==> src/ucr_pkg.sv <==
// Package for the upconverter control register slice: offsets, field
// layouts, reset values and the packed carriers shared by the design.
// Assumes the serial port decoder delivers whole register words.
`default_nettype none

package ucr_pkg;

	// ************************************************************
	// Register addresses on the serial control port
	// ************************************************************
	localparam logic [4:0] ADDR_CLK_PATH_CONFIG = 5'h02;
	localparam logic [4:0] ADDR_DAC_CURRENT     = 5'h03;
	localparam logic [4:0] ADDR_AUTO_COMMIT     = 5'h04;
	localparam logic [4:0] ADDR_RAM_SEG_ZERO    = 5'h05;
	localparam logic [4:0] ADDR_RAM_SEG_ONE     = 5'h06;
	localparam logic [4:0] ADDR_AMP_CONTROL     = 5'h09;

	// ************************************************************
	// Reset values and writable-bit masks
	// ************************************************************
	localparam logic [31:0] RST_CLK_PATH_CONFIG = 32'h1738_4000;
	localparam logic [31:0] MSK_CLK_PATH_CONFIG = 32'h3738_c1fe;
	localparam logic [31:0] RST_DAC_CURRENT     = 32'h0000_00ff;
	localparam logic [31:0] MSK_DAC_CURRENT     = 32'h0000_00ff;
	localparam logic [31:0] RST_AUTO_COMMIT     = 32'h0fff_ffff;
	localparam logic [47:0] RST_RAM_SEG         = 48'h0000_0000_0000;
	localparam logic [47:0] MSK_RAM_SEG         = 48'hffff_ffc0_ffc7;
	localparam logic [31:0] RST_AMP_CONTROL     = 32'h0000_0000;

	// ************************************************************
	// Control bits taken from the neighbouring control registers
	// ************************************************************
	localparam int CF1_RAM_ENABLE   = 31;
	localparam int CF1_MANUAL_KEY   = 23;
	localparam int CF1_AMP_ENABLE   = 9;
	localparam int CF1_AUTO_KEY     = 8;
	localparam int CF2_AUTO_COMMIT  = 23;

	// ************************************************************
	// Packed carriers matching the register layouts
	// ************************************************************
	typedef struct packed {
		logic [1:0] open_hi;
		logic [1:0] refout_drive_setting;
		logic       open_27;
		logic [2:0] oscillator_band_select;
		logic [1:0] open_23;
		logic [2:0] charge_pump_current;
		logic [2:0] open_18;
		logic       divider_bypass;
		logic       divider_reset_n;
		logic [4:0] open_13;
		logic       pll_enable;
		logic [6:0] feedback_modulus;
		logic       open_0;
	} ucr_clk_cfg_t;

	typedef struct packed {
		logic [15:0] step_rate;
		logic [9:0]  end_addr;
		logic [5:0]  open_21;
		logic [9:0]  start_addr;
		logic [2:0]  open_5;
		logic [2:0]  playback_mode;
	} ucr_ram_seg_t;

	typedef struct packed {
		logic [15:0] ramp_rate;
		logic [13:0] amplitude_scale_factor;
		logic [1:0]  step_size;
	} ucr_amp_t;

endpackage

`default_nettype wire

==> src/ucr_regs.sv <==
// Upconverter control register slice: clock path, DAC current, automatic
// commit pacing, RAM segment descriptors and amplitude keying register.
// Assumes a serial port decoder on sys_clk that presents full words with a
// one-cycle write strobe, and control register bits from the same clock.
//
// Function
// - Clock path register at 0x02, bits 29:28 drive setting, reset 01b.
// - Clock path bits 26:24 choose oscillator band, reset 111b.
// - Clock path bits 21:19 choose charge pump current, reset 111b.
// - Bit 15 zero uses input divider, one bypasses it; reset zero.
// - Bit 14 is divider run, zero holds divider reset; reset one.
// - Bit 8 zero bypasses PLL, one enables multiplication; reset zero.
// - Bits 7:1 give PLL feedback modulus, reset all zeros.
// - Register 0x03 bits 7:0 set DAC full-scale current, reset 0xff.
// - Commit-rate and segment zero writes act at once, no commit needed.
// - Commit-rate paces automatic commits only when control two bit 23 set.
// - Segment zero applies on trigger rising edge with control one bit 31.
// - Segment one at 0x06 applies on trigger falling edge with bit 31.
// - Segment bits 47:32 hold the address step rate.
// - Segment bits 31:22 end address, bits 15:6 start address.
// - Segment bits 2:0 carry the playback mode.
// - Amplitude register at 0x09 acts only while control one bit 9 set.
// - Amplitude bits 31:16 ramp rate, effective only with bit 8 set.
// - Bits 8 and 23 clear: bits 15:2 are the scale factor directly.
// - Bit 8 clear, bit 23 set: scale applies only while keying pin high.
// - Bit 8 set: scale field is the ceiling for automatic keying.
// - Bits 1:0 choose step size, effective only with bit 8 set.
`timescale 1ns/1ps
`default_nettype none

module ucr_regs (
	// Clock and reset
	input  wire logic                  sys_clk,
	input  wire logic                  rst_n,
	// Register port from the serial decoder
	input  wire logic                  wr_en,
	input  wire logic [4:0]            wr_addr,
	input  wire logic [47:0]           wr_data,
	input  wire logic [4:0]            rd_addr,
	output logic      [47:0]           rd_data,
	// Commit strobe and neighbouring control bits
	input  wire logic                  io_update,
	input  wire logic [31:0]           control_function_one,
	input  wire logic [31:0]           control_function_two,
	// Device pins
	input  wire logic                  ram_segment_trigger,
	input  wire logic                  amplitude_keying_pin,
	// Clock path and DAC
	output ucr_pkg::ucr_clk_cfg_t      clk_cfg,
	output logic      [7:0]            dac_full_scale_current,
	output logic                       auto_commit_pulse,
	// RAM state machine descriptor
	output ucr_pkg::ucr_ram_seg_t      ram_seg,
	output logic                       ram_seg_load,
	// Amplitude keying controller
	output logic                       amp_active,
	output logic                       amp_auto_key,
	output logic      [13:0]           amplitude_scale_factor,
	output logic      [15:0]           amp_ramp_rate,
	output logic      [1:0]            amp_step_size
);

	// ************************************************************
	// Pin synchronisers
	// ************************************************************
	logic [2:0] trig_sync_ff;
	logic [2:0] nxt_trig_sync;
	logic [1:0] key_sync_ff;
	logic [1:0] nxt_key_sync;
	logic       trig_rise;
	logic       trig_fall;
	logic       key_level;

	// Two stages before use, a third for edge detection
	always_comb begin
		nxt_trig_sync = {trig_sync_ff[1:0], ram_segment_trigger};
		nxt_key_sync  = {key_sync_ff[0], amplitude_keying_pin};
	end

	always_ff @(posedge sys_clk) begin
		if (!rst_n) begin
			trig_sync_ff <= 3'h0;
			key_sync_ff  <= 2'h0;
		end else begin
			trig_sync_ff <= nxt_trig_sync;
			key_sync_ff  <= nxt_key_sync;
		end
	end

	assign trig_rise = trig_sync_ff[1] & ~trig_sync_ff[2];
	assign trig_fall = ~trig_sync_ff[1] & trig_sync_ff[2];
	assign key_level = key_sync_ff[1];

	// ************************************************************
	// Automatic commit pacing
	// ************************************************************
	logic [31:0] rate_ff;
	logic [31:0] commit_cnt_ff;
	logic [31:0] nxt_commit_cnt;
	logic        auto_ff;
	logic        nxt_auto;
	logic        commit;

	// Counter runs only while the enable bit is set
	always_comb begin
		nxt_commit_cnt = 32'h0;
		nxt_auto       = 1'b0;
		if (control_function_two[ucr_pkg::CF2_AUTO_COMMIT]) begin
			if (commit_cnt_ff >= rate_ff) begin
				nxt_auto = 1'b1;
			end else begin
				nxt_commit_cnt = commit_cnt_ff + 32'h1;
			end
		end
	end

	always_ff @(posedge sys_clk) begin
		if (!rst_n) begin
			commit_cnt_ff <= 32'h0;
			auto_ff       <= 1'b0;
		end else begin
			commit_cnt_ff <= nxt_commit_cnt;
			auto_ff       <= nxt_auto;
		end
	end

	assign auto_commit_pulse = auto_ff;
	assign commit            = io_update | auto_ff;

	// ************************************************************
	// Register file: shadow copies, live copies, immediate registers
	// ************************************************************
	logic [31:0] cfg_sh_ff, nxt_cfg_sh, cfg_ff, nxt_cfg;
	logic [31:0] dac_sh_ff, nxt_dac_sh, dac_ff, nxt_dac;
	logic [31:0] amp_sh_ff, nxt_amp_sh, amp_ff, nxt_amp;
	logic [47:0] seg0_ff, nxt_seg0, seg1_sh_ff, nxt_seg1_sh, seg1_ff, nxt_seg1;
	logic [31:0] nxt_rate;
	logic        wr_cfg, wr_dac, wr_rate, wr_seg0, wr_seg1, wr_amp;

	assign wr_cfg  = wr_en && (wr_addr == ucr_pkg::ADDR_CLK_PATH_CONFIG);
	assign wr_dac  = wr_en && (wr_addr == ucr_pkg::ADDR_DAC_CURRENT);
	assign wr_rate = wr_en && (wr_addr == ucr_pkg::ADDR_AUTO_COMMIT);
	assign wr_seg0 = wr_en && (wr_addr == ucr_pkg::ADDR_RAM_SEG_ZERO);
	assign wr_seg1 = wr_en && (wr_addr == ucr_pkg::ADDR_RAM_SEG_ONE);
	assign wr_amp  = wr_en && (wr_addr == ucr_pkg::ADDR_AMP_CONTROL);

	// Writes land in shadows, rate and segment zero writes land live; commit copies shadows into live state
	always_comb begin
		nxt_cfg_sh  = cfg_sh_ff;
		nxt_dac_sh  = dac_sh_ff;
		nxt_amp_sh  = amp_sh_ff;
		nxt_seg1_sh = seg1_sh_ff;
		nxt_rate    = rate_ff;
		nxt_seg0    = seg0_ff;
		nxt_cfg     = cfg_ff;
		nxt_dac     = dac_ff;
		nxt_amp     = amp_ff;
		nxt_seg1    = seg1_ff;
		if (wr_cfg) begin
			nxt_cfg_sh = wr_data[31:0] & ucr_pkg::MSK_CLK_PATH_CONFIG;
		end
		if (wr_dac) begin
			nxt_dac_sh = wr_data[31:0] & ucr_pkg::MSK_DAC_CURRENT;
		end
		if (wr_amp) begin
			nxt_amp_sh = wr_data[31:0];
		end
		if (wr_seg1) begin
			nxt_seg1_sh = wr_data & ucr_pkg::MSK_RAM_SEG;
		end
		if (wr_rate) begin
			nxt_rate = wr_data[31:0];
		end
		if (wr_seg0) begin
			nxt_seg0 = wr_data & ucr_pkg::MSK_RAM_SEG;
		end
		if (commit) begin
			nxt_cfg  = cfg_sh_ff;
			nxt_dac  = dac_sh_ff;
			nxt_amp  = amp_sh_ff;
			nxt_seg1 = seg1_sh_ff;
		end
	end

	// Reset loads the documented defaults into both copies
	always_ff @(posedge sys_clk) begin
		if (!rst_n) begin
			cfg_sh_ff  <= ucr_pkg::RST_CLK_PATH_CONFIG;
			cfg_ff     <= ucr_pkg::RST_CLK_PATH_CONFIG;
			dac_sh_ff  <= ucr_pkg::RST_DAC_CURRENT;
			dac_ff     <= ucr_pkg::RST_DAC_CURRENT;
			amp_sh_ff  <= ucr_pkg::RST_AMP_CONTROL;
			amp_ff     <= ucr_pkg::RST_AMP_CONTROL;
			seg1_sh_ff <= ucr_pkg::RST_RAM_SEG;
			seg1_ff    <= ucr_pkg::RST_RAM_SEG;
			seg0_ff    <= ucr_pkg::RST_RAM_SEG;
			rate_ff    <= ucr_pkg::RST_AUTO_COMMIT;
		end else begin
			cfg_sh_ff  <= nxt_cfg_sh;
			cfg_ff     <= nxt_cfg;
			dac_sh_ff  <= nxt_dac_sh;
			dac_ff     <= nxt_dac;
			amp_sh_ff  <= nxt_amp_sh;
			amp_ff     <= nxt_amp;
			seg1_sh_ff <= nxt_seg1_sh;
			seg1_ff    <= nxt_seg1;
			seg0_ff    <= nxt_seg0;
			rate_ff    <= nxt_rate;
		end
	end

	// Live clock path fields; layout fixes each bit position
	assign clk_cfg                = ucr_pkg::ucr_clk_cfg_t'(cfg_ff);
	assign dac_full_scale_current = dac_ff[7:0];

	// ************************************************************
	// Read-back, one cycle after the address
	// ************************************************************
	logic [47:0] rd_ff;
	logic [47:0] nxt_rd;

	// Shadow values read back; unmapped addresses read zero
	always_comb begin
		case (rd_addr)
			ucr_pkg::ADDR_CLK_PATH_CONFIG: nxt_rd = {16'h0, cfg_sh_ff};
			ucr_pkg::ADDR_DAC_CURRENT:     nxt_rd = {16'h0, dac_sh_ff};
			ucr_pkg::ADDR_AUTO_COMMIT:     nxt_rd = {16'h0, rate_ff};
			ucr_pkg::ADDR_RAM_SEG_ZERO:    nxt_rd = seg0_ff;
			ucr_pkg::ADDR_RAM_SEG_ONE:     nxt_rd = seg1_sh_ff;
			ucr_pkg::ADDR_AMP_CONTROL:     nxt_rd = {16'h0, amp_sh_ff};
			default:                       nxt_rd = 48'h0;
		endcase
	end

	always_ff @(posedge sys_clk) begin
		if (!rst_n) begin
			rd_ff <= 48'h0;
		end else begin
			rd_ff <= nxt_rd;
		end
	end

	assign rd_data = rd_ff;

	// ************************************************************
	// RAM segment selection by trigger edges
	// ************************************************************
	logic [47:0] seg_ff;
	logic [47:0] nxt_seg;
	logic        load_ff;
	logic        nxt_load;
	logic        ram_en;

	assign ram_en = control_function_one[ucr_pkg::CF1_RAM_ENABLE];

	// Rising edge selects segment zero, falling edge segment one
	always_comb begin
		nxt_seg  = seg_ff;
		nxt_load = 1'b0;
		if (ram_en && trig_rise) begin
			nxt_seg  = seg0_ff;
			nxt_load = 1'b1;
		end else if (ram_en && trig_fall) begin
			nxt_seg  = seg1_ff;
			nxt_load = 1'b1;
		end
	end

	always_ff @(posedge sys_clk) begin
		if (!rst_n) begin
			seg_ff  <= ucr_pkg::RST_RAM_SEG;
			load_ff <= 1'b0;
		end else begin
			seg_ff  <= nxt_seg;
			load_ff <= nxt_load;
		end
	end

	// Step rate, end, start and mode fields by layout
	assign ram_seg      = ucr_pkg::ucr_ram_seg_t'(seg_ff);
	assign ram_seg_load = load_ff;

	// ************************************************************
	// Amplitude scale selection
	// ************************************************************
	ucr_pkg::ucr_amp_t amp_live;
	logic [13:0]       scale_ff, nxt_scale;
	logic [15:0]       ramp_ff, nxt_ramp;
	logic [1:0]        step_ff, nxt_step;
	logic              act_ff, nxt_act, auto_key_ff, nxt_auto_key;

	assign amp_live = ucr_pkg::ucr_amp_t'(amp_ff);

	// Manual, pin-gated or ceiling use of the scale field
	always_comb begin
		nxt_act      = control_function_one[ucr_pkg::CF1_AMP_ENABLE];
		nxt_auto_key = 1'b0;
		nxt_scale    = 14'h0;
		nxt_ramp     = 16'h0;
		nxt_step     = 2'h0;
		if (nxt_act) begin
			if (control_function_one[ucr_pkg::CF1_AUTO_KEY]) begin
				nxt_auto_key = 1'b1;
				nxt_scale    = amp_live.amplitude_scale_factor;
				nxt_ramp     = amp_live.ramp_rate;
				nxt_step     = amp_live.step_size;
			end else if (control_function_one[ucr_pkg::CF1_MANUAL_KEY]) begin
				nxt_scale = key_level ? amp_live.amplitude_scale_factor : 14'h0;
			end else begin
				nxt_scale = amp_live.amplitude_scale_factor;
			end
		end
	end

	always_ff @(posedge sys_clk) begin
		if (!rst_n) begin
			act_ff      <= 1'b0;
			auto_key_ff <= 1'b0;
			scale_ff    <= 14'h0;
			ramp_ff     <= 16'h0;
			step_ff     <= 2'h0;
		end else begin
			act_ff      <= nxt_act;
			auto_key_ff <= nxt_auto_key;
			scale_ff    <= nxt_scale;
			ramp_ff     <= nxt_ramp;
			step_ff     <= nxt_step;
		end
	end

	assign amp_active             = act_ff;
	assign amp_auto_key           = auto_key_ff;
	assign amplitude_scale_factor = scale_ff;
	assign amp_ramp_rate          = ramp_ff;
	assign amp_step_size          = step_ff;
endmodule

`default_nettype wire

==> config.mk <==
export PLATFORM = sky130hd
export DESIGN_NAME = ucr_regs
export DESIGN_NICKNAME = d
export VERILOG_FILES = /design/src/ucr_pkg.sv /design/src/ucr_regs.sv
export SDC_FILE = /design/constraint.sdc
export NUM_CORES = 1
export LEC_CHECK = 0
export BUFFER_PORTS_ARGS = -buffer_cell sky130_fd_sc_hd__buf_2
export CORE_MARGIN = 1
export CORE_UTILIZATION = 50
export CTS_BUF_LIST = sky130_fd_sc_hd__clkbuf_16
export DETAILED_ROUTE_END_ITERATION = 8
export GPL_TIMING_DRIVEN = 0
export PLACE_DENSITY = 0.81
export SLEW_MARGIN = 20
export SYNTH_ARGS = -nofsm -noshare
export SYNTH_HDL_FRONTEND = slang
export SYNTH_SLANG_ARGS = --single-unit
export TNS_END_PERCENT = 20
==> constraint.sdc <==
create_clock -name sys_clk -period 1.77 [get_ports sys_clk]
set_input_delay 0.0885 -clock sys_clk [delete_from_list [all_inputs] [get_ports sys_clk]]
set_output_delay 0.0885 -clock sys_clk [all_outputs]
set_load 0.05 [all_outputs]
==> After elaboration in Yosys (flattened, before gate mapping) <==
Cells that the tools add are included.
{ "word_totals": {"reg_bits": 434, "input_bits": 128, "output_inout_bits": 172, "wordCells": 66} }
{ "classes": {"add_sub_neg": 1, "magnitude_cmp": 1, "eq_ne": 12, "n_mux": 10, "bitwise": 7, "reduce_logical": 13} }
{ "ops": {"columns": ["operator", "count"], "rows": [
  ["case mux 48 bit (6 select lines)", 1],
  ["2-to-1 mux 48 bit", 2],
  ["2-to-1 mux 14 bit", 3],
  ["adder 32 x 1 -> 32 bit, second input constant", 1],
  [">= comparator 32 bit", 1],
  ["== test 5 x 3 -> 1 bit, second input constant", 6],
  ["== test 5 x 2 -> 1 bit, second input constant", 4],
  ["== test 5 x 4 -> 1 bit, second input constant", 2],
  ["logical AND 1 bit", 8],
  ["2-to-1 mux 1 bit", 4],
  ["NOT 1 bit", 4],
  ["AND reduction 2 bit", 2],
  ["AND reduction 3 bit", 1],
  ["OR reduction 3 bit", 1],
  ["AND 1 bit", 2],
  ["nonzero test 2 bit", 1],
  ["OR 1 bit", 1]
]} }

==> Depth between registers and ports, before layout <==
{ "logic_depth": {"word_depth": 5, "depth_mapped": 8} }

==> Worst setup path before layout <==
OpenSTA, ideal clock, no wires.
{ "synth_path": {"path_kind": "register to register", "startpoint": "register rate_ff[29]", "endpoint": "register commit_cnt_ff[10]", "setup_time_ns": 0.130, "arrival_ns": 1.820, "required_ns": 1.640, "slack_ns": -0.180, "stages_incl_launch_ff": 8, "n_path_buf": 1, "cell_sequence": "dfxtp_1 inv_1 ha_1 nand4_1 or4b_1 a31oi_2 buf_4 nor3_1"} }
{ "synth_between": {"elab_chain_len": 2} }
{ "synth_lines": {"columns": ["item", "line", "text"], "rows": [
  ["from (decl)", "ucr_regs.sv:97", "logic [31:0] rate_ff;"],
  ["from (signal assigned)", "ucr_regs.sv:197", "rate_ff <= ucr_pkg::RST_AUTO_COMMIT;"],
  ["from (signal assigned)", "ucr_regs.sv:208", "rate_ff <= nxt_rate;"],
  [">= comparator 32 bit", "ucr_regs.sv:109", "if (commit_cnt_ff >= rate_ff) begin"],
  ["OR reduction 3 bit (no source line)", null, null],
  ["to (signal assigned)", "ucr_regs.sv:122", "commit_cnt_ff <= nxt_commit_cnt;"],
  ["to (decl)", "ucr_regs.sv:98", "logic [31:0] commit_cnt_ff;"]
]} }
No other way between the ends.
A chain may end at the register's enable or synchronous reset.

==> Worst setup path after layout <==
{ "layout_path": {"startpoint": "register rate_ff[4]", "endpoint": "register commit_cnt_ff[9]"} }
The elaborated chain is that of the path after synthesis.

==> metrics.txt <==
status finished, violations left; violated checks negative setup slack; CTS root buf clkbuf_16; Max H-tree Level 2; GRT overflow 0; measured slew at the worst slew-check pin a little over 800 ps; Core Rows 66; CP peak stage delay approximately 330 ps; EDFF count, synth 0; Setup TNS -9910 ps; initial antenna violation count 2; number of synthesized register bits 425; critical path startpoint category register; Vias 16.0k; Overall Power 19.8 mW; share of layout cells above drive strength 1 a little over a fifth; first-pass GRT wire length just over 80000 um; # setup viols final 33; Maximum Capacitance Violations 0; unrepaired setup endpoints after global routing true; Synth Area per Inst between 8 and 9 um2; crit path cell chain inv_1 > ha_1 > nand2_1 > nor3_2 > o311ai_4 > a31oi_4 > buf_12 > clkbuf_16 > nor3_1; Num CTS Buffers between 40 and 50; largest net degree at the start of global routing 15; Worst Path Max Fanout 6; DR vias/cell 5.67; delay-heaviest family, CP buffers and inverters; Bufs on Longest Clock Path 3; asr flop ratio synth 0%; Synth-to-Final Area Change 25.8%; Critical Path End Type register; Die Wd approximately 180 um; PwrDens 947 mW/mm2; 1st-pass router iterations 9; HP Class primary input to register; Seq/Total Area, Yosys 51.1%; utilization after layout between 60 and 70%; clock latency on the worst-skew pair 560 ps; worst path bufs/invs 3; Final min period roughly 2100 ps; Critical Path AT around 2600 ps; clk sinks between 400 and 500; Post-Syn Instances about 2k; Slew HR between 40% and 50%; IO Pins 300; CTS tree built; CP required roughly 2200 ps; Max Freq roughly 480 MHz; Overall Global Routing Usage around a third; static leakage roughly 8.3 nW; YS warnings 0; Total Wirelength between 50000 and 60000 um; post-DR wirelength/cell a little under 20 um; max-slew violations 0; Final WS setup -335 ps; PortBufs between 200 and 250; final hold slack between 20 and 30 ps; Initial Util about 50%; Tcrit/Tclk final 119%; CP Class register to register; Main synth FF type dfxtp_1; Die H around 180 um; Unique masters post-synth slightly below 60; final hold vios 0; core area 0.0326 mm2; number of global-route vias before repair 15.2k; Worst-path clk slew about 60 ps; Remaining DRCs 0; Total Die Area ~0.034 mm2; gp weighted congestion 0.956; Post-Synthesis Cell Area approximately 0.017 mm2; post-route ant nets 0; initial drt markers around 1.7k; Max stage delay cell, worst path dfxtp_1; detailed placement HPWL slightly below 40000 um; Setup Skew roughly 18 ps; worst vdd ir between 0.0006 and 0.0007 V; Nets 2506
[Yosys cell counts (3+ instances only)]
cell | n | share of area (%)
a22oi_2 | 10 | 0.75
nor2_2 | 11 | 0.41
nor2_1 | 70 | 1.6
nor2b_1 | 5 | 0.19
a21boi_0 | 10 | 0.45
a21oi_1 | 207 | 6.2
a21boi_1 | 22 | 0.99
xor2_1 | 24 | 1.3
inv_1 | 34 | 0.77
mux2_2 | 13 | 0.88
ha_1 | 33 | 2.5
dfxtp_1 | 425 | 51
nor3_1 | 28 | 0.84
nand4_1 | 17 | 0.64
and3_1 | 6 | 0.23
nor3_2 | 7 | 0.42
nand2_1 | 632 | 14
a22oi_1 | 27 | 1.2
o21ai_0 | 29 | 0.87
a311oi_1 | 37 | 1.9
xnor2_1 | 6 | 0.32
nor3b_1 | 3 | 0.14
a222oi_1 | 17 | 1.0
nand3_1 | 51 | 1.5
buf_4 | 26 | 1.2
buf_1 | 7 | 0.16
and4_1 | 3 | 0.16
o211ai_1 | 27 | 1.2
buf_2 | 24 | 0.72
and2_1 | 47 | 1.8
clkbuf_1 | 100 | 2.3
[flip-flops by register name, indices dropped and copies added, names as in the netlist]
signal                  count
rd_data                    48
ram_seg                    39
seg0_ff                    39
seg1_ff                    39
seg1_sh_ff                 39
amp_ff                     32
amp_sh_ff                  32
commit_cnt_ff              32
rate_ff                    32
cfg_sh_ff                  18
clk_cfg                    18
amp_ramp_rate              16
amplitude_scale_factor     14
dac_ff                      8
dac_sh_ff                   8
trig_sync_ff                3
amp_step_size               2
key_sync_ff                 2
amp_active                  1
amp_auto_key                1
auto_commit_pulse           1
ram_seg_load                1
[tightest hold or removal path: stages]
cell      delay [ps]
buf_2            120
nand3_1          150
nand2_1          100
a21boi_0          70
[metal layers]
| layer | wire [um] | global-route usage [%] | vias up |
|---|---|---|---|
| li1 | - | - | 7366 |
| met1 | 21100 | 39.1 | 7479 |
| met2 | 25800 | 52.4 | 923 |
| met3 | 5360 | 5.71 | 200 |
| met4 | 2830 | 16.9 | 0 |
| met5 | 0 | 0 | - |
[area by class of cell]
cell class	instances	area, um2
buffer	161	840
fill	2701	11700
antenna	1	2.50
clock buffer	44	1100
sequential	425	8540
timing repair buffer	286	1800
clock inverter	32	230
multi-input combinational	1392	7730
inverter	35	139
tap	442	553
[timing repair]
action	in CTS	in global routing
gates cloned	2	2
setup endpoints to repair	154	64
pin swaps	14	21
hold buffers	53	0
setup buffers	11	4
resized for setup	68	55
hold endpoints to repair	172	0
[per-stage QoR]
stage               worst slack (ps)  area, um2  cells
floorplan                       -104      16800   2014
global placement                -589      18500   2672
detailed placement              -651      18500   2672
CTS                             -252      20700   2812
global route                    -379      20900   2818
finish                          -335      20900   2818
[where the power goes]
| part | total (mW) | internal, mW | switching, mW |
|---|---|---|---|
| sequential | 9.74 | 9.67 | 0.0716 |
| combinational | 1.39 | 0.401 | 0.984 |
| clock | 8.70 | 4.83 | 3.87 |
| total | 19.8 | 14.9 | 4.93 |
[worst paths after layout]
kind	start	end	slack [ps]	cells past startpoint
setup reg to reg	rate_ff[4]	commit_cnt_ff[9]	-340	9
hold / removal	wr_addr[3]	amp_sh_ff[9]	30	4
setup / recovery	rate_ff[4]	commit_cnt_ff[9]	-340	9
hold reg to reg	trig_sync_ff[0]	trig_sync_ff[1]	440	1
[cells in the final DEF (no fill, tap or decap), types with 24 or more instances in the layout]
master,n
a21oi_1,200
a22oi_1,27
a311oi_1,36
and2_1,47
buf_2,241
buf_4,35
clkbuf_1,87
clkbuf_16,46
dfxtp_1,400
dfxtp_2,24
dlygate4sd3_1,53
inv_1,27
nand2_1,631
nand3_1,51
nor2_1,68
nor3_2,29
o211ai_1,27
o21ai_0,27
xor2_1,24
[cell families (layout without fill, tap and decap cells)]
family / Yosys count / after routing / share of synthesized area [%]
AND/OR/NAND/NOR: 896 / 896 / 23.3
other: 1 / 24 / 0.0225
XOR/XNOR: 30 / 30 / 1.58
adder cells (fa/ha/maj): 33 / 33 / 2.48
multiplexers: 13 / 13 / 0.879
flip-flops: 425 / 425 / 51.1
buffers and inverters: 197 / 558 / 5.44
AO/OA/AOI/OAI: 397 / 397 / 15.2
No activity file was read; power rests on OpenSTA's default activity.
